$ cat config.mk
export PLATFORM = sky130hd
export DESIGN_NAME = scpi_status_capture_ctrl
export DESIGN_NICKNAME = d
export VERILOG_FILES = /design/src/verilog/scpi_status_capture_pkg.sv /design/src/verilog/scpi_status_capture_ctrl.sv
export VERILOG_INCLUDE_DIRS = /design/src /design/src/verilog
export SDC_FILE = /design/constraint.sdc
export NUM_CORES = 1
export LEC_CHECK = 0
export BUFFER_PORTS_ARGS = -buffer_cell sky130_fd_sc_hd__buf_2
export CAP_MARGIN = 20
export CORE_ASPECT_RATIO = 1.1
export CORE_UTILIZATION = 45
export CTS_BUF_LIST = sky130_fd_sc_hd__clkbuf_8
export CTS_CLUSTER_SIZE = 8
export DETAILED_ROUTE_END_ITERATION = 8
export PLACE_DENSITY_LB_ADDON = 0.3
export SYNTH_ARGS = -nofsm -noshare
export SYNTH_HDL_FRONTEND = slang
export SYNTH_SLANG_ARGS = --single-unit
$ cat constraint.sdc
create_clock -name pclk -period 6.5 [get_ports pclk]
set_clock_uncertainty 0.05 [all_clocks]
set_input_delay 0.65 -clock pclk [delete_from_list [all_inputs] [get_ports pclk]]
set_output_delay 0.65 -clock pclk [all_outputs]
set_load 0.1 [all_outputs]
$ cat src/verilog/scpi_status_capture_ctrl_regs.svh
/*
  Register offsets, field positions, reset values and constants of the
  status and capture controller.
  Assumes inclusion by bare name from the design file.
*/
`ifndef SCPI_STATUS_CAPTURE_CTRL_REGS_SVH
`define SCPI_STATUS_CAPTURE_CTRL_REGS_SVH

// ---------------------------------------------------------------
// Register byte offsets
// ---------------------------------------------------------------
`define OFS_COMMAND 12'h000
`define OFS_RESPONSE 12'h004
`define OFS_STATUS 12'h008
`define OFS_EVENT_ENABLE 12'h00C
`define OFS_SERVICE_ENABLE 12'h010
`define OFS_EVENT_STATUS 12'h014
`define OFS_IDENT_MAKER 12'h018
`define OFS_IDENT_MODEL 12'h01C
`define OFS_IDENT_SERIAL 12'h020
`define OFS_IDENT_FIRMWARE 12'h024
`define OFS_NET_PORT 12'h028

// ---------------------------------------------------------------
// Command word fields
// ---------------------------------------------------------------
`define CMD_CODE_LSB 0
`define CMD_CODE_MSB 4
`define CMD_ARG_LSB 8
`define CMD_ARG_MSB 15

// ---------------------------------------------------------------
// Status byte and event status bit positions
// ---------------------------------------------------------------
`define STB_ERR_QUEUE 2
`define STB_QUEST 3
`define STB_MAV 4
`define STB_ESB 5
`define STB_RQS 6
`define STB_OPER 7
`define ESR_OPC 0

// ---------------------------------------------------------------
// Status register fields
// ---------------------------------------------------------------
`define STAT_BUSY 8
`define STAT_SRQ 9
`define STAT_MODE_LSB 10
`define STAT_MODE_MSB 11
`define STAT_TRIG 12

// ---------------------------------------------------------------
// Reset values and fixed answers
// ---------------------------------------------------------------
`define RST_MASK 8'h00
`define RST_ERR_COUNT 8'h00
`define ANSWER_OPC 8'h31
`define ANSWER_PASS 8'h00
`define ANSWER_FAIL 8'h01
`define ANSWER_IDN_FIELDS 8'h04
`define NET_PORT_NUMBER 16'h9089

`endif

$ cat src/verilog/scpi_status_capture_pkg.sv
/*
  Types of the status and capture controller: command codes, sequencer
  states and capture modes.
  Assumes nothing of its surroundings.
*/
`default_nettype none

package scpi_status_capture_pkg;

  typedef enum logic [4:0] {
    CMD_NONE = 5'h00,
    CMD_CLEAR_STATUS = 5'h01,
    CMD_EVENT_ENABLE = 5'h02,
    CMD_EVENT_ENABLE_Q = 5'h03,
    CMD_EVENT_STATUS_Q = 5'h04,
    CMD_IDENT_Q = 5'h05,
    CMD_OP_COMPLETE = 5'h06,
    CMD_OP_COMPLETE_Q = 5'h07,
    CMD_RESET = 5'h08,
    CMD_SERVICE_ENABLE = 5'h09,
    CMD_SERVICE_ENABLE_Q = 5'h0A,
    CMD_STATUS_BYTE_Q = 5'h0B,
    CMD_SELF_TEST_Q = 5'h0C,
    CMD_WAIT = 5'h0D,
    CMD_ABORT = 5'h0E,
    CMD_CAPTURE_MODE_Q = 5'h0F,
    CMD_START_STREAM = 5'h10,
    CMD_START_SWEEP = 5'h11,
    CMD_TRIGGER_ON = 5'h12
  } command_type;

  typedef enum logic [1:0] {
    SEQ_IDLE = 2'b00,
    SEQ_WAIT = 2'b01,
    SEQ_OPC_QUERY = 2'b10,
    SEQ_SELF_TEST = 2'b11
  } seq_state_type;

  typedef enum logic [1:0] {
    MODE_BLOCK = 2'b00,
    MODE_STREAMING = 2'b01,
    MODE_SWEEPING = 2'b10
  } capture_mode_type;

endpackage : scpi_status_capture_pkg

`default_nettype wire
$ cat src/verilog/scpi_status_capture_ctrl.sv
/*
  Status reporting and capture control, reached over APB. Commands are
  written to the command register, answers read from the response register.
  Assumes the rest of the device reports pending operations, events,
  self-test results and capture ends synchronously to pclk.
*/
// What this block does
// - Clear-status clears status byte, event status, questionable, operation and error queue.
// - Event enable mask is written as 0..255 and stored as eight bits.
// - Any enabled and set event bit sets summary bit 5 of the status byte.
// - Event enable query returns the stored eight-bit mask.
// - Event status read reports only bits both occurred and enabled.
// - The event status query clears it after the value is returned; a register read leaves it set.
// - Identification gives four fields: maker, model, serial, firmware.
// - Operation-complete sets event bit 0 once all earlier commands finish.
// - Operation-complete query holds new commands until done, then answers ASCII 1.
// - Reset restores defaults, stops capture and trigger, flushes buffered data.
// - Reset leaves status registers, masks and queues unchanged.
// - Service enable mask stored; service request when enabled status bit set.
// - Status byte query returns its bits without clearing any.
// - Self-test query runs the test and answers 0 pass, 1 fail.
// - Wait suspends all later commands until pending operations complete.
// - Abort stops capture in streaming, trigger or sweep operation as soon as no wait or query is pending.
// - After abort the device is manual: streaming, trigger, sweep stopped.
// - Capture mode query reports block, streaming or sweeping; block after reset.
// - When streaming or sweeping stops, block capture resumes.
// - Commands and answers use network port 37001.
`timescale 1ns/1ns
`default_nettype none

`include "scpi_status_capture_ctrl_regs.svh"

module scpi_status_capture_ctrl
  import scpi_status_capture_pkg::*;
#(
  parameter int ERR_DEPTH = 16,
  parameter logic [31:0] IDENT_MAKER = 32'h0000_0A01,
  parameter logic [31:0] IDENT_MODEL = 32'h0000_0B02,
  parameter logic [31:0] IDENT_SERIAL = 32'h0000_0C03,
  parameter logic [31:0] IDENT_FIRMWARE = 32'h0000_0D04
) (
  // Clock and reset
  input wire logic pclk,
  input wire logic presetn,
  // APB slave
  input wire logic psel,
  input wire logic penable,
  input wire logic pwrite,
  input wire logic [11:0] paddr,
  input wire logic [31:0] pwdata,
  output logic [31:0] prdata,
  output logic pready,
  output logic pslverr,
  // Device status inputs
  input wire logic op_pending,
  input wire logic [7:1] event_in,
  input wire logic error_event,
  input wire logic quest_event,
  input wire logic oper_event,
  // Self-test
  output logic self_test_start,
  input wire logic self_test_done,
  input wire logic self_test_fail,
  // Capture control
  input wire logic stream_stopped,
  input wire logic sweep_stopped,
  output logic [1:0] capture_mode,
  output logic trigger_enable,
  output logic capture_stop,
  output logic defaults_restore,
  output logic buffer_flush,
  // Service request
  output logic service_request
);

  // ---------------------------------------------------------------
  // Elaboration checks
  // ---------------------------------------------------------------
  if (ERR_DEPTH < 1 || ERR_DEPTH > 255) begin : g_bad_depth
    $error("ERR_DEPTH must lie in 1..255");
  end

  localparam logic [7:0] ERR_MAX = 8'(ERR_DEPTH);

  // ---------------------------------------------------------------
  // State
  // ---------------------------------------------------------------
  seq_state_type state, next_state;
  capture_mode_type mode, next_mode;
  logic [7:0] esr, next_esr;
  logic [7:0] ese, next_ese;
  logic [7:0] sre, next_sre;
  logic [7:0] resp, next_resp;
  logic mav, next_mav;
  logic quest_sum, next_quest_sum;
  logic oper_sum, next_oper_sum;
  logic [7:0] err_count, next_err_count;
  logic opc_armed, next_opc_armed;
  logic next_trigger_enable;
  logic [31:0] next_prdata;
  logic next_pready;
  logic next_pslverr;
  logic next_self_test_start;
  logic next_capture_stop;
  logic next_defaults_restore;
  logic next_buffer_flush;
  logic next_service_request;

  // ---------------------------------------------------------------
  // Derived status
  // ---------------------------------------------------------------
  logic access;
  logic take;
  logic cmd_write;
  logic resp_read;
  logic stall;
  logic esb;
  logic [7:0] stb;
  command_type cmd;
  logic [7:0] arg;

  always_comb begin
    access = psel && penable;
    take = access && pready;
    cmd_write = pwrite && (paddr == `OFS_COMMAND);
    resp_read = !pwrite && (paddr == `OFS_RESPONSE);
    // Hold later commands and answers while a wait or query is pending
    stall = (state != SEQ_IDLE) && (cmd_write || resp_read);
    esb = |(esr & ese);
    stb = 8'h00;
    stb[`STB_ERR_QUEUE] = (err_count != 8'h00);
    stb[`STB_QUEST] = quest_sum;
    stb[`STB_MAV] = mav;
    stb[`STB_ESB] = esb;
    stb[`STB_OPER] = oper_sum;
    stb[`STB_RQS] = |(stb & sre);
    cmd = command_type'(pwdata[`CMD_CODE_MSB:`CMD_CODE_LSB]);
    arg = pwdata[`CMD_ARG_MSB:`CMD_ARG_LSB];
  end

  // ---------------------------------------------------------------
  // Next-state logic
  // ---------------------------------------------------------------
  logic [7:0] esr_set;
  logic esr_clear;
  logic status_clear;
  logic resp_taken;

  always_comb begin
    next_state = state;
    next_mode = mode;
    next_ese = ese;
    next_sre = sre;
    next_resp = resp;
    next_mav = mav;
    next_opc_armed = opc_armed;
    next_trigger_enable = trigger_enable;
    next_prdata = prdata;
    next_pready = 1'b0;
    next_pslverr = 1'b0;
    next_self_test_start = 1'b0;
    next_capture_stop = 1'b0;
    next_defaults_restore = 1'b0;
    next_buffer_flush = 1'b0;
    esr_set = {event_in, 1'b0};
    esr_clear = 1'b0;
    status_clear = 1'b0;
    resp_taken = 1'b0;

    // APB answer, one wait cycle, stretched while stalled
    if (access && !pready && !stall) begin
      next_pready = 1'b1;
      next_prdata = 32'h0000_0000;
      case (paddr)
        `OFS_COMMAND: next_prdata = 32'h0000_0000;
        `OFS_RESPONSE: next_prdata = {24'h00_0000, resp};
        `OFS_STATUS: next_prdata = {19'h0_0000, trigger_enable, mode, service_request,
                                    (state != SEQ_IDLE), stb};
        `OFS_EVENT_ENABLE: next_prdata = {24'h00_0000, ese};
        `OFS_SERVICE_ENABLE: next_prdata = {24'h00_0000, sre};
        `OFS_EVENT_STATUS: next_prdata = {24'h00_0000, esr & ese};
        `OFS_IDENT_MAKER: next_prdata = IDENT_MAKER;
        `OFS_IDENT_MODEL: next_prdata = IDENT_MODEL;
        `OFS_IDENT_SERIAL: next_prdata = IDENT_SERIAL;
        `OFS_IDENT_FIRMWARE: next_prdata = IDENT_FIRMWARE;
        `OFS_NET_PORT: next_prdata = {16'h0000, `NET_PORT_NUMBER};
        default: next_pslverr = 1'b1;
      endcase
    end

    // Reading the answer empties the output queue
    if (take && resp_read) begin
      resp_taken = 1'b1;
    end
    if (resp_taken) begin
      next_mav = 1'b0;
    end

    // Command execution at the completing edge
    if (take && cmd_write) begin
      case (cmd)
        CMD_CLEAR_STATUS: begin
          status_clear = 1'b1;
          esr_clear = 1'b1;
          next_mav = 1'b0;
        end
        CMD_EVENT_ENABLE: next_ese = arg;
        CMD_EVENT_ENABLE_Q: begin
          next_resp = ese;
          next_mav = 1'b1;
        end
        CMD_EVENT_STATUS_Q: begin
          next_resp = esr & ese;
          next_mav = 1'b1;
          esr_clear = 1'b1;
        end
        CMD_IDENT_Q: begin
          next_resp = `ANSWER_IDN_FIELDS;
          next_mav = 1'b1;
        end
        CMD_OP_COMPLETE: next_opc_armed = 1'b1;
        CMD_OP_COMPLETE_Q: next_state = SEQ_OPC_QUERY;
        CMD_RESET: begin
          // Status, masks and queues are left alone
          next_defaults_restore = 1'b1;
          next_buffer_flush = 1'b1;
          next_capture_stop = 1'b1;
          next_trigger_enable = 1'b0;
          next_mode = MODE_BLOCK;
        end
        CMD_SERVICE_ENABLE: next_sre = arg;
        CMD_SERVICE_ENABLE_Q: begin
          next_resp = sre;
          next_mav = 1'b1;
        end
        CMD_STATUS_BYTE_Q: begin
          next_resp = stb;
          next_mav = 1'b1;
        end
        CMD_SELF_TEST_Q: begin
          next_self_test_start = 1'b1;
          next_state = SEQ_SELF_TEST;
        end
        CMD_WAIT: next_state = SEQ_WAIT;
        CMD_ABORT: begin
          next_capture_stop = 1'b1;
          next_trigger_enable = 1'b0;
          next_mode = MODE_BLOCK;
        end
        CMD_CAPTURE_MODE_Q: begin
          next_resp = {6'h00, mode};
          next_mav = 1'b1;
        end
        CMD_START_STREAM: next_mode = MODE_STREAMING;
        CMD_START_SWEEP: next_mode = MODE_SWEEPING;
        CMD_TRIGGER_ON: next_trigger_enable = 1'b1;
        default: next_pslverr = 1'b0;
      endcase
    end

    // End of streaming or sweeping falls back to block
    if ((mode == MODE_STREAMING && stream_stopped) || (mode == MODE_SWEEPING && sweep_stopped)) begin
      next_mode = MODE_BLOCK;
    end

    // Pending operation completion
    if (opc_armed && !op_pending) begin
      esr_set[`ESR_OPC] = 1'b1;
      next_opc_armed = 1'b0;
    end

    case (state)
      SEQ_IDLE: next_state = next_state;
      SEQ_WAIT: begin
        if (!op_pending) begin
          next_state = SEQ_IDLE;
        end
      end
      SEQ_OPC_QUERY: begin
        if (!op_pending) begin
          next_resp = `ANSWER_OPC;
          next_mav = 1'b1;
          next_state = SEQ_IDLE;
        end
      end
      SEQ_SELF_TEST: begin
        if (self_test_done) begin
          next_resp = self_test_fail ? `ANSWER_FAIL : `ANSWER_PASS;
          next_mav = 1'b1;
          next_state = SEQ_IDLE;
        end
      end
      default: next_state = SEQ_IDLE;
    endcase

    // Latched events; a new event wins over a clear
    next_esr = (esr & ~(esr_clear ? 8'hFF : 8'h00)) | esr_set;
    next_quest_sum = (quest_sum && !status_clear) || quest_event;
    next_oper_sum = (oper_sum && !status_clear) || oper_event;
    next_err_count = status_clear ? `RST_ERR_COUNT : err_count;
    if (error_event && next_err_count != ERR_MAX) begin
      next_err_count = next_err_count + 8'h01;
    end

    next_service_request = stb[`STB_RQS];
  end

  // ---------------------------------------------------------------
  // Registers
  // ---------------------------------------------------------------
  always_ff @(posedge pclk or negedge presetn) begin
    if (!presetn) begin
      state <= SEQ_IDLE;
      mode <= MODE_BLOCK;
      esr <= `RST_MASK;
      ese <= `RST_MASK;
      sre <= `RST_MASK;
      resp <= `RST_MASK;
      mav <= 1'b0;
      quest_sum <= 1'b0;
      oper_sum <= 1'b0;
      err_count <= `RST_ERR_COUNT;
      opc_armed <= 1'b0;
      trigger_enable <= 1'b0;
      prdata <= 32'h0000_0000;
      pready <= 1'b0;
      pslverr <= 1'b0;
      self_test_start <= 1'b0;
      capture_stop <= 1'b0;
      defaults_restore <= 1'b0;
      buffer_flush <= 1'b0;
      service_request <= 1'b0;
      capture_mode <= MODE_BLOCK;
    end else begin
      state <= next_state;
      mode <= next_mode;
      esr <= next_esr;
      ese <= next_ese;
      sre <= next_sre;
      resp <= next_resp;
      mav <= next_mav;
      quest_sum <= next_quest_sum;
      oper_sum <= next_oper_sum;
      err_count <= next_err_count;
      opc_armed <= next_opc_armed;
      trigger_enable <= next_trigger_enable;
      prdata <= next_prdata;
      pready <= next_pready;
      pslverr <= next_pslverr;
      self_test_start <= next_self_test_start;
      capture_stop <= next_capture_stop;
      defaults_restore <= next_defaults_restore;
      buffer_flush <= next_buffer_flush;
      service_request <= next_service_request;
      capture_mode <= next_mode;
    end
  end

endmodule : scpi_status_capture_ctrl

`default_nettype wire

==> qor.yml, run 1 <==
outcome:
  status: "completed"
worst_setup_path:
  path_class: "primary input to flop"
  cp_slowest_stage_delay_ns: 0.39
  path_max_fanout: 18
  crit_path_top_delay_cell: "nor4bb_1"
  startpoint_type: "primary input"
  critPathBufInv: 1
  path_depth: 11
  r2r_cells: 10
  crit_arrival_ns: 3.21
  crit_family: "simple AND/OR/NAND/NOR gates"
  path_cells: "buf_2, nor4bb_1, nand4_1, nor2_1, nand3_1, nand2_1, ha_1, nor3b_1, nand4b_1, o211ai_1, o21ai_1"
  crit_path_end_kind: "flop"
  critPathRequiredTime_ns: 6.69
min_path:
  worstHoldPathCells: 2
  holdCritPathClass: "primary input to flop"
clock_network:
  clk_pin_slew_ns: 0.07
  cts_made_buffers: 9
  cts_setup_buffers: 0
  cts_tree: "built"
  cts_resized: 0
  hold_buffers: 0
  cts_root_buf: "clkbuf_8"
  cts_num_sinks: 69
  insertion_delay_ns: 0.36
  htree_levels: 3
  clock_path_buffers: 2
logic_synthesis:
  synth_area_leaders: "dfrtp_1 (42%), a21oi_1 (3.7%), nor2_1 (3.6%), buf_4 (3.5%), nand2_1 (3.4%)"
  ys_seq_area_share_pct: 42.38
  yosys.area.top_type_share_pct: 42.38
  postSynthCellCount: 436
  ys.flop_type: "dfrtp_1"
  synth_most_common_cell: "dfrtp_1"
  syn_area_um2: 4074
  yosysTopAreaCell: "dfrtp_1"
  ys_seq_elements: 69
  synth_common_cells: "dfrtp_1 (69), nor2_1 (39), nand2_1 (37)"
  ys_types: 66
  synth.avg_cell_area_um2: 9.344
  synthArstFlopShare_pct: 100.0
  synth_edf_count: 0
  yosysWarnings: 0
layout:
  antennaDiodeCount: 0
  register_area_um2: 1727
  syn_to_final_growth_pct: 14.65
  nNetsFinal: 565
  design_area_um2: 4671
  utilization_pct: 52.91
  multi_input_area_um2: 2127
  nFillCells: 829
  drive_above_1_share_pct: 22.36
timing:
  slew_viol_final: 0
  fin_ws_ns: 3.480
  holdWs_ns: 0.4226
  finalCritPeriodShare_pct: 46.46
  setup_viol: 0
  worst-slew-pin-transition_ns: 1.025
  hold_viol: 0
  setup_tns_ns: 0
  rsz0062_at_grt: "no"
  slew_headroom_pct: 31.13
  fmaxAchievable_ghz: 0.3311
  period_needed_ns: 3.020
die:
  ioPinCount: 106
  die_w_um: 92.72
  dieArea_um2: 9438
  core_um2: 8828
  start_util_pct: 46.15
  row_count: 36
  die_h_um: 101.8
place:
  port_buffers: 68
  dpl_cell_area_um2: 4404
  dpl_worst_slack_ns: 3.173
  place_hpwl_mm: 7.713
  gp_congestion: 0.9434
grt:
  grt_overflow: 0
  grt_max_degree: 70
  grt_use_total_pct: 24.44
  grt_pass1_wl_mm: 17.58
  grt_pass1_vias: 3418
  antenna_found_initial: 0
power_and_ir_drop:
  ir_worst_vdd_mv: 0.1196
  p_per_area_nw_per_um2: 240.2
  p_leak_nw: 2.149
job:
  cap_viol_max_count: 0
detailed_routing:
  drtAntennaViolNets: 0
  firstDrtPassIters: 5
  drt_iter0_markers: 334
  drc: 0
  detail_route.wl_per_cell_um: 17.33
  vias: 3591
  drt-total-wl_mm: 10.66
  via_per_inst: 5.839
path summary, 6_finish.rpt:
kind / startpoint / to / slack (ns)
min in group asynchronous: presetn / prdata[12]$_DFFE_PN0P_ / 0.44
hold / removal: event_in[7] / esr[7]$_DFF_PN0_ / 0.42
setup reg to reg: pready$_DFF_PN0_ / err_count[1]$_DFF_PN0_ / 3.60
max in group asynchronous: presetn / resp[5]$_DFF_PN0_ / 5.38
hold reg to reg: prdata[8]$_DFFE_PN0P_ / prdata[8]$_DFFE_PN0P_ / 0.42
setup / recovery: paddr[3] / err_count[1]$_DFF_PN0_ / 3.48
placed cells by master, fill, tap and decap left out, drive strengths merged, types with 14 or more instances in the layout:
cell type | synthesis | routed
mux2 | 16 | 16
buf | 27 | 70
nor3 | 19 | 19
a21o | 17 | 17
inv | 14 | 14
o21ai | 23 | 23
a21oi | 30 | 30
conb | 1 | 18
nand2 | 37 | 37
dfrtp | 69 | 69
nor2 | 39 | 39
flip-flops by register name, summed over array words and instances (netlist names), 2 cells and up:
register,count
err_count,8
sre,8
resp,8
prdata,14
state,2
mode,2
ese,8
esr,8
report_power, final:
group	internal, W	leakage (nW)	switching (W)	total (W)
clock network	0.000292	0.129	0.000169	0.000461
logic	0.0000543	1.12	0.000136	0.000190
registers	0.000449	0.904	0.0000227	0.000471
total	0.000795	2.15	0.000327	0.00112
logic make-up (layout without fill, tap and decap cells):
| kind of cell | count (synthesis) | count (layout) | synth area share [%] |
|---|---|---|---|
| simple gates | 164 | 164 | 22.11 |
| compound gates | 121 | 121 | 20.21 |
| flops | 69 | 69 | 42.38 |
| buf+inv | 53 | 101 | 6.972 |
| mux | 17 | 17 | 5.406 |
| xor+xnor | 6 | 6 | 1.290 |
| fa+ha+maj | 5 | 5 | 1.536 |
| other cells | 1 | 18 | 0.09205 |
final cells by class:
class / instances / area share, %
Clock buffer: 9 / 2.652
Timing Repair Buffer: 71 / 7.715
Inverter: 14 / 1.125
Tap cell: 114 / 3.054
Sequential cell: 69 / 36.97
Clock inverter: 7 / 2.947
Multi-Input combinational cell: 331 / 45.54
stage by stage:
step	instances	total power (W)
global placement	598	0.0006594
floorplan	453	0.0006239
finish	615	0.001122
CTS	614	0.001126
global route	615	0.001170
detailed placement	598	0.0006675
worst register-to-register path, stage by stage, from the launching register on:
cell and delay (ns):
dfrtp_1 0.39, nor4bb_1 0.38, nand4_1 0.29, nor2_1 0.24, nand3_1 0.31, nand2_1 0.20, ha_1 0.17, nor3b_1 0.19
nand4b_1 0.24, o211ai_1 0.23, o21ai_1 0.09
routing by layer:
| metal | vias up | share of wire [%] | global-route usage, % |
|---|---|---|---|
| met5 | - | 0 | 0 |
| met4 | 0 | 2.2 | 9.941 |
| met3 | 15 | 5.7 | 4.204 |
| met2 | 146 | 47 | 39.37 |
| met1 | 1739 | 45 | 32.89 |
| li1 | 1691 | - | - |
Power figures use the tool's default switching activity.
==> run 2, diff against run 1 <==
==> constraint.sdc (replaced) <==
create_clock -name pclk -period 2.9 [get_ports pclk]
set_clock_uncertainty 0.05 [all_clocks]
set_input_delay 0.29 -clock pclk [delete_from_list [all_inputs] [get_ports pclk]]
set_output_delay 0.29 -clock pclk [all_outputs]
set_load 0.1 [all_outputs]
==> qor.yml, run 2 (synthesis results as in run 1) <==
outcome:
  status: "completed"
grt:
  grt_use_total_pct: 24.05  # -0.39 points
  grt_max_degree: 37  # -47%
  grt_overflow: 0  # unchanged
  grt_pass1_wl_mm: 17.19  # -2.2%
  antenna_found_initial: 0  # unchanged
  grt_pass1_vias: 3325  # -2.7%
clock_network:
  insertion_delay_ns: 0.35  # about the same
  cts_setup_buffers: 0  # unchanged
  clk_pin_slew_ns: 0.07  # about the same
  cts_tree: "built"
  clock_path_buffers: 2  # unchanged
  cts_root_buf: "clkbuf_8"
  cts_made_buffers: 9  # unchanged
  cts_num_sinks: 69  # unchanged
  htree_levels: 3  # unchanged
layout:
  layout_commonest_cell: "dfrtp_1"
  regMostFlops: "prdata"
  drive_above_1_share_pct: 23.53  # +1.2 points
  syn_to_final_growth_pct: 15.91
  largest_reg_flops: 14  # unchanged
  nNetsFinal: 575  # +1.8%
  fin_cells: 624  # +1.5%
  final_cell_mix: "dfrtp_1 (69), buf_2 (68), nor2_1 (39)"
  antennaDiodeCount: 0  # unchanged
detailed_routing:
  drt_iter0_markers: 220  # -34%
  drt-total-wl_mm: 10.80  # +1.3%
  via_per_inst: 5.827  # -0.21%
  drc: 0  # unchanged
  vias: 3636  # +1.3%
  detail_route.wl_per_cell_um: 17.30  # -0.18%
  firstDrtPassIters: 6  # +1
  drtAntennaViolNets: 0  # unchanged
min_path:
  worstHoldPathCells: 2  # unchanged
  holdCritPathClass: "primary input to flop"
  whs_endpoint: "esr[6]$_DFF_PN0_"
  hold_start: "event_in[6]"
worst_setup_path:
  startpoint_type: "flop"
  critPathRequiredTime_ns: 3.09  # -3.60 ns
  r2r-start: "pready$_DFF_PN0_"
  path_max_fanout: 5  # -13
  r2r_cells: 10  # unchanged
  timing.rr.end: "err_count[1]$_DFF_PN0_"
  path_class: "flop to flop"
  crit_arrival_ns: 2.87  # -0.34 ns
  rrSetupSlack_ns: 0.22  # -3.38 ns
  crit_path_end_kind: "flop"
power_and_ir_drop:
  p_leak_nw: 2.184  # +1.6%
  p_int_w: 0.001632  # +110%
  netSwitchingFraction_pct: 30.68  # +1.5 points
  p_comb_share_pct: 18.4  # +1.5 points
  power_switching_w: 0.0007220  # +120%
  ir_worst_vdd_mv: 0.3044  # +150%
  power_w: 0.002354  # +110%
  pwr-share-clk_pct: 36.6  # -4.5 points
  seq_power_share_pct: 45.0  # +3.0 points
  p_per_area_nw_per_um2: 498.4  # +110%
place:
  gp_congestion: 0.9195  # -2.5%
  dpl.cell_count: 608  # +1.7%
  place_hpwl_mm: 7.952  # +3.1%
  port_buffers: 68  # unchanged
timing:
  setup_tns_ns: 0  # unchanged
  slew_headroom_pct: 39.05  # +7.9 points
  worst-slew-pin-transition_ns: 0.9088  # -0.1163 ns
  rsz0062_at_grt: "no"
  slew_viol_final: 0  # unchanged
  hold_viol: 0  # unchanged
  fmaxAchievable_ghz: 0.3731
  setup_viol: 0  # unchanged
  finalCritPeriodShare_pct: 92.41
  period_needed_ns: 2.680
die:
  ioPinCount: 106  # unchanged
  row_count: 36  # unchanged
  die_w_um: 92.72  # unchanged
  dieArea_um2: 9438  # unchanged
  die_h_um: 101.8  # unchanged
  start_util_pct: 46.15  # unchanged
  core_um2: 8828  # unchanged
job:
  cap_viol_max_count: 0  # unchanged
[run 2: worst max path at each step]
stage,start,endpoint
finish,pready$_DFF_PN0_,err_count[1]$_DFF_PN0_
global route,pready$_DFF_PN0_,err_count[1]$_DFF_PN0_
detailed placement,paddr[2],err_count[1]$_DFF_PN0_
CTS,pready$_DFF_PN0_,err_count[1]$_DFF_PN0_
floorplan,pready$_DFF_PN0_,err_count[1]$_DFF_PN0_
global placement,paddr[2],err_count[1]$_DFF_PN0_
[run 2: layout make-up]
cell class	count	area, um2
Multi-Input combinational cell	331	2133
Fill cell	838	4106
Clock buffer	10	137.6
Timing Repair Buffer	81	452.9
Tap cell	114	142.6
Clock inverter	5	76.32
Inverter	14	52.55
Sequential cell	69	1727
[run 2: worst max-delay path: stages, from the launching register on]
cell      delay (ns)
dfrtp_1         0.38
nor4bb_1        0.41
nand4_1         0.30
nor2_1          0.25
nand3_1         0.14
nand2_1         0.12
ha_1            0.15
nor3b_1         0.22
nand4b_1        0.23
o211ai_1        0.22
o21ai_1         0.09
[run 2: metal layers]
metal / global-route usage, % / wire (um) / vias up
met5: 0 / 0 / -
met1: 32.40 / 4746 / 1755
met4: 10.77 / 285 / 0
met2: 37.61 / 5047 / 154
met3: 4.880 / 718 / 22
li1: - / - / 1705
[run 2: power by group through the flow]
stage | Combinational [W] | Sequential [W] | Clock [W]
detailed placement | 0.000425 | 0.00108 | 0
floorplan | 0.000325 | 0.00107 | 0
global placement | 0.000414 | 0.00107 | 0
finish | 0.000433 | 0.00106 | 0.000861
global route | 0.000476 | 0.00107 | 0.000919
CTS | 0.000433 | 0.00106 | 0.000877
[run 2: what timing repair did]
item / CTS / global route
endpoints found under the setup margin: 0 / 2
hold buffers: 1 / 0
resized for setup: 0 / 1
hold endpoints to repair: 8 / 0
[run 2: per-stage QoR]
| step | hold WS (ns) | util [%] | setup WS, ns | area [um2] |
|---|---|---|---|---|
| final | 0.05871 | 53.49 | 0.2200 | 4722 |
| after global routing | 0.03915 | 53.49 | 0.03431 | 4722 |
| after CTS | 0.04580 | 53.42 | 0.2012 | 4716 |
| after detailed placement | 0.3812 | 50.88 | 0.1525 | 4492 |
| after global placement | 0.3648 | 50.88 | 0.2570 | 4492 |
| after floorplan | -0.05559 | - | 0.05482 | 4138 |
==> run 3, diff against run 2 <==
--- a/config.mk
+++ b/config.mk
@@ -9,11 +9,12 @@
 export BUFFER_PORTS_ARGS = -buffer_cell sky130_fd_sc_hd__buf_2
 export CAP_MARGIN = 20
 export CORE_ASPECT_RATIO = 1.1
+export CORE_MARGIN = 8
 export CORE_UTILIZATION = 45
 export CTS_BUF_LIST = sky130_fd_sc_hd__clkbuf_8
 export CTS_CLUSTER_SIZE = 8
 export DETAILED_ROUTE_END_ITERATION = 8
-export PLACE_DENSITY_LB_ADDON = 0.3
+export PLACE_DENSITY_LB_ADDON = 0.12
 export SYNTH_ARGS = -nofsm -noshare
 export SYNTH_HDL_FRONTEND = slang
 export SYNTH_SLANG_ARGS = --single-unit
==> qor.yml, run 3 (synthesis results as in run 1) <==
power_and_ir_drop:
  netSwitchingFraction_pct: 32.18  # +1.5 points
  p_leak_nw: 2.205  # +0.99%
  power_switching_w: 0.0007367  # +2.0%
  p_comb_share_pct: 19.0  # +0.6 points
  pwr-share-clk_pct: 34.8  # -1.8 points
  seq_power_share_pct: 46.2  # +1.2 points
  ir_worst_vdd_mv: 0.2858  # -6.1%
  p_int_w: 0.001553  # -4.8%
  p_per_area_nw_per_um2: 483.1  # -3.1%
clock_network:
  insertion_delay_ns: 0.35  # about the same
  clock_path_buffers: 2  # unchanged
  cts_setup_buffers: 0  # unchanged
  cts_root_buf: "clkbuf_8"
  clk_pin_slew_ns: 0.08  # about the same
  cts_made_buffers: 9  # unchanged
  cts_tree: "built"
  cts_num_sinks: 69  # unchanged
  htree_levels: 3  # unchanged
layout:
  syn_to_final_growth_pct: 16.34
  nNetsFinal: 580  # +0.87%
  final_cell_mix: "dfrtp_1 (69), buf_2 (68), nor2_1 (39)"
  drive_above_1_share_pct: 24.42  # +0.89 points
  layout_commonest_cell: "dfrtp_1"
  nFillCells: 842  # +0.48%
  fin_cells: 630  # +0.96%
  largest_reg_flops: 14  # unchanged
  regMostFlops: "prdata"
  antennaDiodeCount: 0  # unchanged
min_path:
  holdCritPathClass: "primary input to flop"
  worstHoldPathCells: 2  # unchanged
grt:
  grt_max_degree: 39  # +5.4%
  grt_overflow: 0  # unchanged
  antenna_found_initial: 0  # unchanged
  grt_use_total_pct: 18.80  # -5.3 points
  grt_pass1_vias: 3524  # +6.0%
  grt_pass1_wl_mm: 18.37  # +6.9%
worst_setup_path:
  crit_path_end_kind: "flop"
  cp-endpoint: "err_count[1]$_DFF_PN0_"
  startpoint_type: "flop"
  r2r_cells: 10  # unchanged
  path_class: "flop to flop"
  crit_family: "simple AND/OR/NAND/NOR gates"
  critPathRequiredTime_ns: 3.12  # +0.03 ns
  crit_path_top_delay_cell: "dfrtp_1"
  r2r-start: "pready$_DFF_PN0_"
  rrSetupSlack_ns: 0.25  # +0.03 ns
  path_cells: "nor4bb_1, nand4_1, nor4_1, nor2b_1, inv_1, ha_1, nor3b_1, nand4b_1, and2_1, o21ai_1"
  crit_arrival_ns: 2.87  # about the same
  path_depth: 10  # unchanged
  critPathBufInv: 1  # +1
  timing.rr.end: "err_count[1]$_DFF_PN0_"
  cp_slowest_stage_delay_ns: 0.39  # -0.02 ns
  critPathLaunch: "pready$_DFF_PN0_"
  path_max_fanout: 5  # unchanged
die:
  die_w_um: 106.7  # +15%
  die_h_um: 115.8  # +14%
  core_um2: 8828  # unchanged
  row_count: 36  # unchanged
  dieArea_um2: 12360  # +31%
  ioPinCount: 106  # unchanged
  start_util_pct: 46.15  # unchanged
detailed_routing:
  drt_iter0_markers: 222  # +0.91%
  drc: 0  # unchanged
  firstDrtPassIters: 6  # unchanged
  detail_route.wl_per_cell_um: 18.02  # +4.2%
  via_per_inst: 5.754  # -1.3%
  drtAntennaViolNets: 0  # unchanged
  vias: 3625  # -0.30%
  drt-total-wl_mm: 11.36  # +5.2%
outcome:
  status: "completed"
place:
  gp_congestion: 0.9001  # -2.1%
  dpl_worst_slack_ns: 0.1582  # +0.005702 ns
  place_hpwl_mm: 8.821  # +11%
  port_buffers: 68  # unchanged
  dpl.cell_count: 613  # +0.82%
timing:
  holdWs_ns: 0.06135  # +0.002647 ns
  period_needed_ns: 2.652  # -0.02833 ns
  slew_headroom_pct: 38.09  # -0.95 points
  setup_tns_ns: 0  # unchanged
  hold_viol: 0  # unchanged
  fin_ws_ns: 0.2484  # +0.02833 ns
  setup_viol: 0  # unchanged
  finalCritPeriodShare_pct: 91.44  # -0.98 points
  rsz0062_at_grt: "no"
  worst-slew-pin-transition_ns: 0.9230  # +0.01421 ns
  fmaxAchievable_ghz: 0.3771  # +1.1%
  slew_viol_final: 0  # unchanged
job:
  cap_viol_max_count: 0  # unchanged
run 3: through the flow:
step / power [W] / utilization (%) / cell area (um2)
after floorplan: 0.001398 / - / 4138
after global placement: 0.001492 / 51.30 / 4529
after detailed placement: 0.001505 / 51.30 / 4529
after CTS: 0.002305 / 53.68 / 4740
after global routing: 0.002402 / 53.68 / 4740
final: 0.002290 / 53.68 / 4740
run 3: power by group through the flow:
| stage | Clock, W | Sequential, W | Combinational, W |
|---|---|---|---|
| after CTS | 0.000814 | 0.00106 | 0.000434 |
| after global placement | 0 | 0.00107 | 0.000417 |
| after floorplan | 0 | 0.00107 | 0.000325 |
| after global routing | 0.000861 | 0.00106 | 0.000477 |
| final | 0.000798 | 0.00106 | 0.000434 |
| after detailed placement | 0 | 0.00108 | 0.000430 |
run 3: worst min path at each step:
stage                                           end         from  slack [ns]
final                              esr[1]$_DFF_PN0_  event_in[1]        0.06
after global routing               esr[7]$_DFF_PN0_  event_in[7]        0.06
after CTS                          esr[1]$_DFF_PN0_  event_in[1]        0.05
after detailed placement  self_test_start$_DFF_PN0_      presetn        0.35
after global placement    self_test_start$_DFF_PN0_      presetn        0.34
after floorplan              buffer_flush$_DFF_PN0_      presetn       -0.06
run 3: area by class of cell:
| cell class | count | area (um2) | area share, % |
|---|---|---|---|
| multi-input cells | 331 | 2127 | 44.88 |
| clock buffers | 10 | 137.6 | 2.904 |
| inverters | 14 | 52.55 | 1.109 |
| well taps | 114 | 142.6 | 3.010 |
| repair buffers | 86 | 490.5 | 10.35 |
| flip-flops and latches | 69 | 1727 | 36.43 |
| clock inverters | 6 | 62.56 | 1.320 |
run 3: metal layers:
layer  up-vias  track usage [%]  share of wire [%]
met5         -                0                  0
met4         0            6.761                2.3
met3        18            5.339                7.5
met2       129            28.74                 45
met1      1762            24.79                 45
li1       1716                -                  -
run 3: timing repair:
item	in CTS	in global routing
hold endpoints to repair	31	0
resized for setup	0	0
hold buffers	1	0
